**src/logic/mrb_pkg.sv**
```systemverilog
// shared constants and carrier types for the retry, back-off and pad-strip block
// assumes one 100 MHz core clock; nothing here holds state
package mrb_pkg;

    // ==========================================
    // clock and slot timing
    localparam int CLK_PERIOD_NS = 10;
    localparam int SLOT_BITS = 512;
    localparam int BIT_TIME_100M_NS = 10;
    localparam int BIT_TIME_10M_NS = 100;
    localparam int SLOT_CYC_100M = (SLOT_BITS * BIT_TIME_100M_NS) / CLK_PERIOD_NS;
    localparam int SLOT_CYC_10M = (SLOT_BITS * BIT_TIME_10M_NS) / CLK_PERIOD_NS;
    localparam int SLOT_CNT_W = 16;

    // ==========================================
    // retry and back-off
    localparam logic [4:0] MAX_ATTEMPTS = 5'h10;
    localparam logic [4:0] K_CAP = 5'h0a;
    localparam int LFSR_W = 20;
    localparam logic [19:0] LFSR_SEED = 20'h0_0001;
    localparam int LFSR_TAP_A = 19;
    localparam int LFSR_TAP_B = 16;
    localparam logic [1:0] LIMSEL_10 = 2'h0;
    localparam logic [1:0] LIMSEL_8 = 2'h1;
    localparam logic [1:0] LIMSEL_4 = 2'h2;
    localparam logic [1:0] LIMSEL_1 = 2'h3;
    localparam logic [4:0] BITS_10 = 5'h0a;
    localparam logic [4:0] BITS_8 = 5'h08;
    localparam logic [4:0] BITS_4 = 5'h04;
    localparam logic [4:0] BITS_1 = 5'h01;
    localparam logic [9:0] BACKOFF_MIN = 10'h001;

    // ==========================================
    // receive framing
    localparam logic [10:0] LEN_HI_IDX = 11'h00c;
    localparam logic [10:0] LEN_LO_IDX = 11'h00d;
    localparam logic [10:0] HDR_BYTES = 11'h00e;
    localparam logic [15:0] MIN_DATA_LEN = 16'h002e;
    localparam logic [10:0] IDX_MAX = 11'h7ff;
    localparam int FIFO_DEPTH = 8;

    // ==========================================
    // carriers
    typedef struct packed {
        logic [7:0] data;
        logic last;
    } mrb_byte_t;

    typedef struct packed {
        logic retry_error;
        logic [4:0] attempts;
    } mrb_tx_status_t;

    typedef enum logic {
        MRB_SPEED_10M,
        MRB_SPEED_100M
    } mrb_speed_t;

endpackage : mrb_pkg

```
**src/logic/mrb_top.sv**
```systemverilog
// transmit retry control with truncated exponential back-off, and receive pad stripping
// assumes the line-side collision and attempt-done pins are asynchronous, the receive
// byte stream and the frame queue sit on core_clk
`timescale 1ns/1ns

// ==========================================
// small synchronous FIFO with valid/ready on both sides
module mrb_fifo #(
    parameter int WIDTH = 9,
    parameter int DEPTH = 8
) (
    // clock and reset
    input wire logic core_clk,
    input wire logic rstn,
    // fill side
    input wire logic [WIDTH-1:0] in_data,
    input wire logic in_valid,
    output logic in_ready,
    // drain side
    output logic [WIDTH-1:0] out_data,
    output logic out_valid,
    input wire logic out_ready
);
    localparam int AW = $clog2(DEPTH);

    logic [WIDTH-1:0] mem [DEPTH];
    logic [AW-1:0] wr_ptr;
    logic [AW-1:0] rd_ptr;
    logic [AW:0] count;
    logic push;
    logic pop;

    assign in_ready = (count != (AW+1)'(DEPTH));
    assign out_valid = (count != '0);
    assign push = in_valid && in_ready;
    assign pop = out_valid && out_ready;
    assign out_data = mem[rd_ptr];

    always_ff @(posedge core_clk) begin
        if (push) begin
            mem[wr_ptr] <= in_data;
        end
    end

    always_ff @(posedge core_clk or negedge rstn) begin
        if (!rstn) begin
            wr_ptr <= '0;
            rd_ptr <= '0;
        end else begin
            if (push) begin
                wr_ptr <= (wr_ptr == AW'(DEPTH - 1)) ? '0 : wr_ptr + AW'(1);
            end
            if (pop) begin
                rd_ptr <= (rd_ptr == AW'(DEPTH - 1)) ? '0 : rd_ptr + AW'(1);
            end
        end
    end

    always_ff @(posedge core_clk or negedge rstn) begin
        if (!rstn) begin
            count <= '0;
        end else if (push && !pop) begin
            count <= count + (AW+1)'(1);
        end else if (pop && !push) begin
            count <= count - (AW+1)'(1);
        end
    end
endmodule : mrb_fifo

// ==========================================
// top level
module mrb_top #(
    parameter int SLOT_CYC_10M = mrb_pkg::SLOT_CYC_10M
) (
    // clock and reset
    input wire logic core_clk,
    input wire logic rstn,
    // control bits from host configuration
    input wire logic retry_disable_bit,
    input wire logic auto_pad_strip_bit,
    input wire logic [1:0] backoff_limit_field,
    input wire mrb_pkg::mrb_speed_t link_speed,
    // transmit frame queue
    input wire logic tx_frame_valid,
    output logic tx_frame_next,
    output mrb_pkg::mrb_tx_status_t tx_status,
    output logic tx_status_valid,
    // line side, asynchronous pins
    output logic tx_attempt,
    input wire logic line_collision,
    input wire logic line_tx_done,
    // receive byte stream in
    input wire mrb_pkg::mrb_byte_t rx_in,
    input wire logic rx_in_valid,
    output logic rx_in_ready,
    // receive byte stream out
    output mrb_pkg::mrb_byte_t rx_out,
    output logic rx_out_valid,
    input wire logic rx_out_ready
);

    typedef enum logic [1:0] {
        ST_IDLE,
        ST_ATTEMPT,
        ST_BACKOFF
    } mrb_tx_state_t;

    // ==========================================
    // pin synchronisers
    logic col_meta;
    logic col_sync;
    logic done_meta;
    logic done_sync;

    always_ff @(posedge core_clk or negedge rstn) begin
        if (!rstn) begin
            col_meta <= 1'b0;
            col_sync <= 1'b0;
            done_meta <= 1'b0;
            done_sync <= 1'b0;
        end else begin
            col_meta <= line_collision;
            col_sync <= col_meta;
            done_meta <= line_tx_done;
            done_sync <= done_meta;
        end
    end

    // ==========================================
    // random source, free running so each collision sees a fresh value
    logic [mrb_pkg::LFSR_W-1:0] lfsr;

    always_ff @(posedge core_clk or negedge rstn) begin
        if (!rstn) begin
            lfsr <= mrb_pkg::LFSR_SEED;
        end else begin
            lfsr <= {lfsr[mrb_pkg::LFSR_W-2:0],
                     lfsr[mrb_pkg::LFSR_TAP_A] ^ lfsr[mrb_pkg::LFSR_TAP_B]};
        end
    end

    // ==========================================
    // transmit retry state machine
    mrb_tx_state_t state;
    logic [4:0] attempts;
    logic [9:0] backoff_cnt;
    logic [mrb_pkg::SLOT_CNT_W-1:0] slot_cnt;
    logic [mrb_pkg::SLOT_CNT_W-1:0] slot_len;
    logic slot_tick;
    logic [4:0] k_exp;
    logic [4:0] limit_bits;
    logic [4:0] use_bits;
    logic [9:0] draw_mask;
    logic [9:0] draw;
    logic give_up;

    // slot length follows the link bit rate
    assign slot_len = (link_speed == mrb_pkg::MRB_SPEED_100M) ?
        mrb_pkg::SLOT_CNT_W'(mrb_pkg::SLOT_CYC_100M) :
        mrb_pkg::SLOT_CNT_W'(SLOT_CYC_10M);
    assign slot_tick = (slot_cnt == slot_len - mrb_pkg::SLOT_CNT_W'(1));

    always_ff @(posedge core_clk or negedge rstn) begin
        if (!rstn) begin
            slot_cnt <= '0;
        end else if (state != ST_BACKOFF || slot_tick) begin
            slot_cnt <= '0;
        end else begin
            slot_cnt <= slot_cnt + mrb_pkg::SLOT_CNT_W'(1);
        end
    end

    // retries so far equal attempts made, since this collision ends one attempt
    always_comb begin
        k_exp = (attempts > mrb_pkg::K_CAP) ? mrb_pkg::K_CAP : attempts;
        unique case (backoff_limit_field)
            mrb_pkg::LIMSEL_10: limit_bits = mrb_pkg::BITS_10;
            mrb_pkg::LIMSEL_8: limit_bits = mrb_pkg::BITS_8;
            mrb_pkg::LIMSEL_4: limit_bits = mrb_pkg::BITS_4;
            mrb_pkg::LIMSEL_1: limit_bits = mrb_pkg::BITS_1;
        endcase
        use_bits = (k_exp < limit_bits) ? k_exp : limit_bits;
        draw_mask = 10'((11'h001 << use_bits) - 11'h001);
        draw = lfsr[9:0] & draw_mask;
    end

    assign give_up = retry_disable_bit || (attempts == mrb_pkg::MAX_ATTEMPTS);

    always_ff @(posedge core_clk or negedge rstn) begin
        if (!rstn) begin
            state <= ST_IDLE;
            attempts <= '0;
            backoff_cnt <= '0;
        end else begin
            unique case (state)
                ST_IDLE: begin
                    if (tx_frame_valid) begin
                        state <= ST_ATTEMPT;
                        attempts <= 5'h01;
                    end
                end
                ST_ATTEMPT: begin
                    if (col_sync) begin
                        if (give_up) begin
                            state <= ST_IDLE;
                        end else begin
                            state <= ST_BACKOFF;
                            // a zero draw still waits one slot so r stays above zero
                            backoff_cnt <= (draw == '0) ? mrb_pkg::BACKOFF_MIN : draw;
                        end
                    end else if (done_sync) begin
                        state <= ST_IDLE;
                    end
                end
                ST_BACKOFF: begin
                    if (slot_tick) begin
                        if (backoff_cnt == mrb_pkg::BACKOFF_MIN) begin
                            state <= ST_ATTEMPT;
                            attempts <= attempts + 5'h01;
                        end
                        backoff_cnt <= backoff_cnt - 10'h001;
                    end
                end
                default: begin
                    state <= ST_IDLE;
                end
            endcase
        end
    end

    assign tx_attempt = (state == ST_ATTEMPT);

    // status and queue advance, one pulse per give_up collision or per done_sync in ST_ATTEMPT
    always_ff @(posedge core_clk or negedge rstn) begin
        if (!rstn) begin
            tx_status <= '0;
            tx_status_valid <= 1'b0;
            tx_frame_next <= 1'b0;
        end else begin
            tx_status_valid <= 1'b0;
            tx_frame_next <= 1'b0;
            if (state == ST_ATTEMPT && col_sync && give_up) begin
                tx_status <= '{retry_error: 1'b1, attempts: attempts};
                tx_status_valid <= 1'b1;
                tx_frame_next <= 1'b1;
            end else if (state == ST_ATTEMPT && done_sync) begin
                tx_status <= '{retry_error: 1'b0, attempts: attempts};
                tx_status_valid <= 1'b1;
                tx_frame_next <= 1'b1;
            end
        end
    end

    // ==========================================
    // receive pad and FCS stripping
    logic [10:0] rx_idx;
    logic [7:0] len_hi;
    logic [15:0] len_field;
    logic strip_en;
    logic strip_now;
    logic [10:0] keep_end;
    logic keep;
    logic take;
    logic fifo_in_ready;
    mrb_pkg::mrb_byte_t fifo_in;
    logic [8:0] fifo_out;

    assign len_field = {len_hi, rx_in.data};
    // dropped bytes are swallowed without waiting on the FIFO
    assign rx_in_ready = keep ? fifo_in_ready : 1'b1;
    assign take = rx_in_valid && rx_in_ready;

    always_ff @(posedge core_clk or negedge rstn) begin
        if (!rstn) begin
            rx_idx <= '0;
            len_hi <= '0;
            strip_en <= 1'b0;
            strip_now <= 1'b0;
            keep_end <= '0;
        end else if (take) begin
            if (rx_in.last) begin
                rx_idx <= '0;
                strip_now <= 1'b0;
            end else if (rx_idx != mrb_pkg::IDX_MAX) begin
                rx_idx <= rx_idx + 11'h001;
            end
            // sample the enable at frame start so a frame is never half stripped
            if (rx_idx == '0) begin
                strip_en <= auto_pad_strip_bit;
            end
            if (rx_idx == mrb_pkg::LEN_HI_IDX) begin
                len_hi <= rx_in.data;
            end
            if (rx_idx == mrb_pkg::LEN_LO_IDX && !rx_in.last) begin
                strip_now <= strip_en && (len_field < mrb_pkg::MIN_DATA_LEN);
                keep_end <= mrb_pkg::HDR_BYTES + len_field[10:0];
            end
        end
    end

    // once stripping, only header and length-field data survive; pad and FCS go
    assign keep = !strip_now || (rx_idx < keep_end);

    always_comb begin
        fifo_in.data = rx_in.data;
        fifo_in.last = rx_in.last;
        if (strip_now && rx_idx == keep_end - 11'h001) begin
            fifo_in.last = 1'b1;
        end
        if (strip_en && rx_idx == mrb_pkg::LEN_LO_IDX &&
            len_field == '0) begin
            fifo_in.last = 1'b1;
        end
    end

    mrb_fifo #(
        .WIDTH($bits(mrb_pkg::mrb_byte_t)),
        .DEPTH(mrb_pkg::FIFO_DEPTH)
    ) u_rx_fifo (
        .core_clk(core_clk),
        .rstn(rstn),
        .in_data(fifo_in),
        .in_valid(rx_in_valid && keep),
        .in_ready(fifo_in_ready),
        .out_data(fifo_out),
        .out_valid(rx_out_valid),
        .out_ready(rx_out_ready)
    );

    assign rx_out = mrb_pkg::mrb_byte_t'(fifo_out);

endmodule : mrb_top

```
**config.mk**
```make
export PLATFORM = sky130hd
export DESIGN_NAME = mrb_top
export DESIGN_NICKNAME = d
export VERILOG_FILES = /design/src/logic/mrb_pkg.sv /design/src/logic/mrb_top.sv
export SDC_FILE = /design/constraint.sdc
export NUM_CORES = 1
export LEC_CHECK = 0
export ABC_AREA = 1
export CAP_MARGIN = 10
export CORE_MARGIN = 2
export CORE_UTILIZATION = 30
export CTS_CLUSTER_DIAMETER = 50
export CTS_CLUSTER_SIZE = 16
export DETAILED_ROUTE_END_ITERATION = 8
export DONT_BUFFER_PORTS = 1
export PLACE_DENSITY = 0.55
export SKIP_CTS_REPAIR_TIMING = 1
export SLEW_MARGIN = 20
export SYNTH_ARGS = -nofsm -noshare
export SYNTH_HDL_FRONTEND = slang
export SYNTH_HIERARCHICAL = 1
export SYNTH_SLANG_ARGS = --single-unit
```
**constraint.sdc**
```tcl
create_clock -name core_clk -period 3.25 [get_ports core_clk]
set_input_delay 0.1625 -clock core_clk [delete_from_list [all_inputs] [get_ports core_clk]]
set_output_delay 0.1625 -clock core_clk [all_outputs]
set_load 0.005 [all_outputs]
```
==> run metrics, run 1 <==
RePlAce Congestion 0.833; core area 0.0304 mm^2; crit end category flip-flop; Hold WC Path Type input port to flip-flop; Slew Limit Headroom 0.465; clock skew 0.0141 ns; via count 6721; Clock Tree Buf Depth 2; Final Non-Filler Cells 1497; Layout Nets 1143; final worst-path cycle share 0.924; Max Clock Freq 0.333 GHz; antenna-violating nets left 0; Mapped Area 0.00920 mm^2; Setup violations, final 0; Commonest cells post-synth nand2_1 (253), nor2_1 (134), inv_1 (130); DRC viols 0; busiest grt layer met2; Via density 4.49; total chip power 7.73 mW; area of the multi-input gates 0.00378 mm^2; top post-synthesis cells by area dfrtp_1 (29%), edfxtp_1 (23%), nand2_1 (10%), nor2_1 (5.5%), inv_1 (5.3%); Tot GR Track Use 0.128; Min Hold Slack 0.00462 ns; crit path kind flip-flop to flip-flop; Worst Max-Slew Pin Slew 0.802 ns; critical path's slowest cell dfrtp_1; clock slew at reported path FFs 0.07 ns; ys flop type dfrtp_1; Warnings, synthesis 6; CTS root buffer clkbuf_16; end-of-flow core utilization 0.346; Initial Util 0.302; pwr/cell area 734 mW/mm^2; I/O pin count 41; vias in the first global route 6457; GR Overflow Total 0; syn nets 1107; placed insts 1445; register area 0.00482 mm^2; Die Y-Extent 179 um; crit-path max FO 7; CTS buffer count 17; overall routed net length 20.2 mm; ys async rst share 0.596; antenna violations before repair 2; CP Buf/Inv Count 4; Synth Register Bits 178; Yosys top cell area share 0.285; leading cell type by number of instances after synthesis nand2_1; worst vdd ir 0.000352 V; Layout fillers 3145; H-Tree Depth 4; Seq/Total Area, Yosys 0.523; synthesized area per cell 8.75 um^2; Startpoint Class flip-flop; PortBufs 0; hpwl dp 13.8 mm; wire length per cell 13.5 um; CTS tree built; Die X 179 um; Hold Vio Cnt, Final 0; CP top delay family simple AND/OR/NAND/NOR gates; status finished, final reports clean; fin crit period 3.00 ns; MaxCap Viol Count 0; Final Max Slew Viols 0; met2 usage 0.217; largest net degree at the start of global routing 107; GR met1 Demand/Resource 0.159; Arr. time, crit path 3.37 ns; layout cell share with drive strength beyond 1 0.112; Die Area 0.0321 mm^2; Leak Pwr 4.74 nW; first-pass GRT wire length 32.2 mm; Mapped Cells 1052; Distinct cells, synth 51; area grow syn2layout 14.5%; # rows 64; n_diodes 0; post-synth top area cell dfrtp_1; CP peak stage delay 0.38 ns; clock latency on the worst-skew pair 0.43 ns; DR pass1 iterations 4; # clock sinks 178; EDFF count, synth 72; CP Data Required Time 3.62 ns; DRT iter0 DRCs 354; M3 GR Usage 0.0310; most frequent CP cell nand2_1
cell type report:
cell class / instances / area share
clock buffers: 18 / 0.0407
well taps: 396 / 0.0470
inverters: 138 / 0.0492
clock inverters: 14 / 0.0131
multi-input cells: 713 / 0.359
repair buffers: 40 / 0.0337
flip-flops and latches: 178 / 0.458
per-layer routing:
metal / part of all wire / vias up
li1: - / 3468
met1: 0.48 / 3165
met2: 0.47 / 77
met3: 0.038 / 11
met4: 0.0086 / 0
met5: 0 / -
worst min-delay path, cell delays in order:
cell and delay, ns:
nor4_1 0.03, nand3_1 0.11, o31ai_1 0.08
stage by stage:
stage | setup slack, ns | instance area, um^2 | TNS, ns
6_report | 0.248 | 10500 | 0
5_1_grt | -0.0253 | 10500 | -0.0253
4_1_cts | 0.104 | 10300 | 0
3_5_place_dp | 0.135 | 9700 | 0
3_3_place_gp | 0.237 | 9700 | 0
2_1_floorplan | 0.381 | 9200 | 0
cells by family after synthesis:
group	count (synthesis)	share of synthesized area
AO/OA/AOI/OAI	117	0.0677
XOR/XNOR	30	0.0285
adder cells (fa/ha/maj)	34	0.0470
buffers and inverters	161	0.0725
flip-flops	178	0.523
multiplexers	2	0.00245
AND/OR/NAND/NOR	530	0.259
where the power goes:
part	switching [mW]	internal [mW]
Sequential	0.350	2.69
Combinational	1.74	0.979
Clock	0.954	1.02
Total	3.05	4.69
registers in the layout, summed over array words and instances (netlist names), 5 cells and up:
register / count
attempts: 5
tx_status: 6
u_rx_fifo/mem: 72
keep_end: 11
len_hi: 8
rx_idx: 11
backoff_cnt: 10
lfsr: 20
slot_cnt: 16
layout by cell type (no fill, tap or decap), drive strengths merged, types with 12 or more instances in the layout:
master and count:
nor3 35, xor2 18, buf 26, xnor2 12, dfrtp 105, a21oi 44
nor2 141, inv 145, o21ai 61, nand3 52, dlygate4sd3 14, ha 33
nand2 272, clkbuf 18, edfxtp 72
worst paths after layout:
| path | start | endpoint | slack, ns | depth (start not counted) |
|---|---|---|---|---|
| hold reg to reg | lfsr[11] | lfsr[12] | 0.35 | 0 |
| hold / removal | rx_in[8] | strip_now | 0.005 | 3 |
| setup / recovery | attempts[0] | backoff_cnt[0] | 0.25 | 27 |
| setup reg to reg | attempts[0] | backoff_cnt[0] | 0.25 | 27 |
| min in group asynchronous | rstn | slot_cnt[15] | 0.32 | 2 |
| max in group asynchronous | rstn | u_rx_fifo/rd_ptr[0] | 2.47 | 2 |
(Power assumes the default switching activity.)
==> inputs of run 2 (changes only) <==
--- a/config.mk
+++ b/config.mk
@@ -5,7 +5,6 @@
 export SDC_FILE = /design/constraint.sdc
 export NUM_CORES = 1
 export LEC_CHECK = 0
-export ABC_AREA = 1
 export CAP_MARGIN = 10
 export CORE_MARGIN = 2
 export CORE_UTILIZATION = 30
==> run 2 against run 1 <==
Effect of this change: clock skew is 0.011 ns higher; sequential share of layout area fell by 1.1 points; clock power is 9% higher; first-iteration DRC count increased by 6.2%; highest routed layer unchanged.
==> run metrics, run 2 <==
clock slew at reported path FFs 0.08 ns (about the same); Clk pwr share 0.273 (+0.018); crit-path max FO 5 (-2); worst vdd ir 0.000402 V (+14%); Max Clock Freq 0.308 GHz (-7.6%); placed insts 1166 (-19%); proportion of power drawn by flip-flops and latches 0.382 (-0.011); overall routed net length 19.7 mm (-2.2%); Die Y-Extent 176 um (-1.5%); antenna violations before repair 0 (-2); Setup violations, final 0 (unchanged); setup TNS 0 ns (unchanged); wire length per cell 16.1 um (+20%); CTS root buffer clkbuf_16; Distinct cells, synth 82 (+61%); Min Hold Slack 0.00135 ns (-0.00327 ns); clock skew 0.0249 ns (+0.0108 ns); GR Overflow Total 0 (unchanged); DRT iter0 DRCs 376 (+6.2%); top post-synthesis cells by area dfrtp_1 (29%), edfxtp_1 (24%), mux4_1 (5.0%), ha_1 (4.6%), mux2_2 (4.0%); Mapped Cells 747 (-29%); Clock Tree Buf Depth 2 (unchanged); core area 0.0295 mm^2 (-3.1%); RePlAce Congestion 0.766 (-8.1%); Tot GR Track Use 0.127 (-0.00127); area grow syn2layout 20.9%; most frequent cells in the layout dfrtp_1 (105), edfxtp_1 (72), buf_4 (65); DR pass1 iterations 4 (unchanged); clock latency on the worst-skew pair 0.44 ns (about the same); largest net degree at the start of global routing 107 (unchanged); I/O pin count 41 (unchanged); final worst-path cycle share 1.00 (+0.0758); worst-path cell chain inv_2 -> ha_4 -> nor2b_1 -> o21a_1 -> o21a_1 -> o21ai_2 -> nand2_1 -> a21bo_2 -> nand2_2 -> and2_4 -> nand2_4 -> inv_2 -> ha_4 -> inv_4 -> buf_4 -> buf_4 -> fa_2 -> mux2_2; Psw 2.68 mW (-12%); Final Non-Filler Cells 1222 (-18%); Final Max Slew Viols 0 (unchanged); Yosys top cell area share 0.294 (+0.00893); CP peak stage delay 0.43 ns (+0.05 ns); critical path's slowest cell dfrtp_1; Layout Nets 874 (-24%); Startpoint Class flip-flop; Layout fillers 2887 (-8.2%); Hold Vio Cnt, Final 0 (unchanged); EDFF count, synth 72 (unchanged); status finished, final reports clean; vias in the first global route 6023 (-6.7%); PortBufs 0 (unchanged); Mapped Area 0.00892 mm^2 (-3.0%); ys async rst share 0.596 (unchanged); first-pass GRT wire length 31.3 mm (-2.8%); crit path kind flip-flop to flip-flop; Worst Slack Setup Final 0.00148 ns (-0.246 ns); CP Data Required Time 3.55 ns (-0.07 ns); H-Tree Depth 4 (unchanged); largest register by flop count u_rx_fifo/mem; Worst Max-Slew Pin Slew 0.829 ns (+0.0267 ns); pwr/cell area 725 mW/mm^2 (-1.2%); top flop regs u_rx_fifo/mem (72), lfsr (20), slot_cnt (16); Seq/Total Area, Yosys 0.540 (+0.0164); Arr. time, crit path 3.55 ns (+0.18 ns); Initial Util 0.303 (about the same); most common cell after layout, fill and taps aside dfrtp_1; unrepaired setup endpoints after global routing yes; # clock sinks 178 (unchanged); leading cell type by number of instances after synthesis dfrtp_1; CTS buffer count 17 (unchanged); syn nets 802 (-28%); Leak Pwr 4.38 nW (-7.6%); pre-CTS setup slack -0.0632 ns (-0.198 ns); n_diodes 0 (unchanged); switching share of total power 0.342 (-0.0514); ys flop type dfrtp_1; Synth Register Bits 178 (unchanged); Die X 176 um (-1.5%); layout cell share with drive strength beyond 1 0.226 (+0.114); fin crit period 3.25 ns (+0.246 ns); post-synth top area cell dfrtp_1; Die Area 0.0311 mm^2 (-3.0%); Warnings, synthesis 6 (unchanged); combinational group share of total power 0.345 (-0.007); Commonest cells post-synth dfrtp_1 (105), edfxtp_1 (72), nor2_1 (60); max reg flops 72 (unchanged); via count 6056 (-9.9%); Via density 4.96 (+10%); # rows 63 (-1.6%); Int Pwr 5.15 mW (+9.8%); DRC viols 0 (unchanged); Hold WC Path Type input port to flip-flop; total chip power 7.83 mW (+1.2%); MaxCap Viol Count 0 (unchanged); Slew Limit Headroom 0.448 (-0.0178); CTS tree built; hpwl dp 13.0 mm (-5.7%); synthesized area per cell 11.9 um^2 (+37%); crit end category flip-flop; antenna-violating nets left 0 (unchanged)
## run 2: changes by cell type after synthesis, sizes merged, moves of 10 or more
cell / change
nor2: -81
nand2b: +10
inv: -108
nor3: -11
a21oi: -18
clkbuf: +14
nand3: -24
nor2b: +12
nand2: -226
mux4: +18
mux2: +30
o21ai: -17
## run 2: final timing paths
kind / depth (start not counted) / slack, ns / from / endpoint
min in group asynchronous: 2 / 0.30 / rstn / slot_cnt[11]
hold reg to reg: 0 / 0.35 / lfsr[18] / lfsr[19]
setup / recovery: 18 / 0.001 / keep_end[1] / u_rx_fifo/count[1]
max in group asynchronous: 2 / 2.52 / rstn / u_rx_fifo/wr_ptr[2]
hold / removal: 2 / 0.001 / rx_out_ready / u_rx_fifo/rd_ptr[1]
setup reg to reg: 18 / 0.001 / keep_end[1] / u_rx_fifo/count[1]
## run 2: metrics by stage
step	cell area (um^2)	util
floorplan	9010	-
finish	10800	0.366
CTS	10400	0.353
global route	10800	0.366
detailed placement	9790	0.332
global placement	9780	0.332
## run 2: cell type report
class                           instances  area, um^2  area share
Sequential cell                       178        4820       0.446
Multi-Input combinational cell        511        4080       0.378
Inverter                               30         115      0.0107
Clock inverter                         15         206      0.0191
Timing Repair Buffer                   81         668      0.0619
Tap cell                              390         488      0.0452
Clock buffer                           17         425      0.0394
## run 2: worst max-delay path, delay by kind of cell, from the launching register on
kind,cells,cell delay [ns]
multiplexers,1,0.26
flip-flops,1,0.43
AND/OR/NAND/NOR,5,0.46
buffers and inverters,5,0.47
adder cells (fa/ha/maj),3,0.75
AO/OA/AOI/OAI,4,0.75
## run 2: routing by layer
metal  routed length, um  global-route usage
met5                   0                   0
met2                9830               0.214
met1                9030               0.165
met4                 231              0.0337
met3                 638              0.0263
## run 2: kinds of logic (layout without fill, tap and decap cells)
family	count (synthesis)	in the layout	synth area share
AND/OR/NAND/NOR	251	251	0.147
buffers and inverters	58	143	0.0272
adder cells (fa/ha/maj)	34	34	0.0485
XOR/XNOR	41	41	0.0402
flip-flops	178	178	0.540
multiplexers	53	53	0.0963
AO/OA/AOI/OAI	132	132	0.102
## run 2: power by group through the flow
stage	clock network, mW	registers (mW)	logic, mW
floorplan	0	2.90	1.82
global placement	0	3.03	2.35
detailed placement	0	3.04	2.38
CTS	2.20	2.99	2.39
global route	2.29	3.04	2.99
finish	2.14	2.99	2.70
==> inputs of run 3 (changes only) <==
--- a/config.mk
+++ b/config.mk
@@ -12,7 +12,6 @@
 export CTS_CLUSTER_SIZE = 16
 export DETAILED_ROUTE_END_ITERATION = 8
 export DONT_BUFFER_PORTS = 1
-export PLACE_DENSITY = 0.55
 export SKIP_CTS_REPAIR_TIMING = 1
 export SLEW_MARGIN = 20
 export SYNTH_ARGS = -nofsm -noshare
==> run 3 against run 2 <==
Effect of this change: the flow now finishes with violations (hold timing, setup timing); via count down 1.2%; register-to-register slack worse by 0.08 ns; cell count down 0.82%; non-clock buffer count down 10; critical endpoint is now backoff_cnt[0]; highest routed layer unchanged.
==> run metrics, run 3 (synthesis results as in run 2) <==
Die Area 0.0311 mm^2 (unchanged); hpwl dp 12.7 mm (-2.8%); crit path kind flip-flop to flip-flop; Worst Slack Setup Final -0.0805 ns (-0.0820 ns); MaxCap Viol Count 0 (unchanged); Int Pwr 5.09 mW (-1.2%); Layout Nets 864 (-1.1%); Max Clock Freq 0.300 GHz (-2.5%); # clock sinks 178 (unchanged); fin crit period 3.33 ns (+0.0820 ns); pwr/cell area 725 mW/mm^2 (about the same); top flop regs u_rx_fifo/mem (72), lfsr (20), slot_cnt (16); CTS root buffer clkbuf_16; DR pass1 iterations 4 (unchanged); largest register by flop count u_rx_fifo/mem; proportion of power drawn by flip-flops and latches 0.383 (about the same); clock latency on the worst-skew pair 0.44 ns (about the same); DRC viols 0 (unchanged); layout cell share with drive strength beyond 1 0.209 (-0.0167); largest net degree at the start of global routing 107 (unchanged); overall routed net length 19.5 mm (-1.1%); CTS buffer count 17 (unchanged); status complete, but fails checks; Slew Limit Headroom 0.418 (-0.0295); PortBufs 0 (unchanged); GR Overflow Total 0 (unchanged); antenna violations before repair 0 (unchanged); RePlAce Congestion 0.820 (+7.1%); Clock Tree Buf Depth 2 (unchanged); Startpoint Class flip-flop; Hold Vio Cnt, Final 1 (+1); Hold WC Path Type input port to flip-flop; most common cell after layout, fill and taps aside dfrtp_1; crit-path max FO 5 (unchanged); antenna-violating nets left 0 (unchanged); final worst-path cycle share 1.02 (+0.0252); max reg flops 72 (unchanged); switching share of total power 0.345 (+0.00283); area grow syn2layout 20.0%; Die Y-Extent 176 um (unchanged); I/O pin count 41 (unchanged); DRT iter0 DRCs 324 (-14%); H-Tree Depth 4 (unchanged); setup TNS -0.0805 ns (-0.0805 ns); most frequent cells in the layout dfrtp_1 (104), edfxtp_1 (72), nor2_1 (58); # rows 63 (unchanged); first-pass GRT wire length 30.2 mm (-3.7%); core area 0.0295 mm^2 (unchanged); n_diodes 0 (unchanged); via count 5985 (-1.2%); CP Data Required Time 3.60 ns (+0.05 ns); Via density 4.94 (-0.36%); combinational group share of total power 0.339 (-0.006); failing checks hold timing, setup timing; clock slew at reported path FFs 0.08 ns (about the same); clock skew 0.0143 ns (-0.0106 ns); worst vdd ir 0.000368 V (-8.4%); unrepaired setup endpoints after global routing yes; Leak Pwr 4.33 nW (-1.1%); Psw 2.68 mW (about the same); vias in the first global route 5735 (-4.8%); Min Hold Slack -0.0110 ns (-0.0124 ns); CTS tree built; Final Max Slew Viols 0 (unchanged); Initial Util 0.303 (unchanged); Clk pwr share 0.277 (+0.004); Setup violations, final 1 (+1); Worst Max-Slew Pin Slew 0.873 ns (+0.0442 ns); end-of-flow core utilization 0.363 (-0.00284); crit end category flip-flop; Die X 176 um (unchanged); wire length per cell 16.1 um (-0.30%); Tot GR Track Use 0.123 (-0.00343); Arr. time, crit path 3.68 ns (+0.13 ns)
run 3: cell count changes in the layout (fill, tap and decap cells not counted), moves of 2 or more:
cell	change
o21ai_0	+2
nor2b_4	+2
buf_4	-11
nor2_2	-2
run 3: through the flow:
stage	power [mW]	area, um^2	worst slack [ns]	instances
finish	7.77	10700	-0.0805	1212
global placement	5.29	9720	0.0126	1158
CTS	7.52	10400	-0.0421	1190
detailed placement	5.33	9720	-0.0192	1158
floorplan	4.72	9010	-0.0396	747
global route	8.22	10700	-0.271	1212
run 3: worst max-delay path, stage by stage (launching register included):
cell and delay (ns):
dfrtp_1 0.42, or3b_4 0.42, inv_2 0.08, ha_4 0.21
a21o_4 0.24, a21o_1 0.20, a211o_1 0.31, o211ai_2 0.11
buf_6 0.13, nor2_1 0.03, nand2_1 0.10, ha_4 0.18
xor2_1 0.14, nor3_1 0.06, o21ai_1 0.20, nand4_1 0.16
o31ai_2 0.25
run 3: power groups by stage:
stage	Clock, mW	Sequential [mW]	Combinational (mW)
2_1_floorplan	0	2.90	1.82
3_3_place_gp	0	3.01	2.28
3_5_place_dp	0	3.03	2.31
4_1_cts	2.21	2.98	2.33
5_1_grt	2.28	3.03	2.91
6_report	2.15	2.98	2.64
run 3: area by class of cell:
class                      count  area, um^2
clock inverter                15         206
clock buffer                  17         425
sequential                   178        4820
fill                        2883       18800
tap                          390         488
multi-input combinational    511        4060
timing repair buffer          71         596
inverter                      30         115
run 3: routing by layer:
| metal | up-vias | wire length, um | track usage |
|---|---|---|---|
| met5 | - | 0 | 0 |
| met3 | 17 | 782 | 0.0295 |
| met2 | 97 | 9500 | 0.204 |
| met1 | 2961 | 8990 | 0.161 |
| met4 | 0 | 239 | 0.0362 |
| li1 | 2910 | - | - |
run 3: worst paths after layout:
check	startpoint	end	slack, ns	cells past startpoint
setup / recovery	attempts[4]	backoff_cnt[0]	-0.08	16
hold / removal	rx_in[2]	keep_end[2]	-0.01	3
setup reg to reg	attempts[4]	backoff_cnt[0]	-0.08	16
hold reg to reg	col_meta	col_sync	0.35	0
max in group asynchronous	rstn	keep_end[0]	2.50	2
min in group asynchronous	rstn	slot_cnt[11]	0.29	2
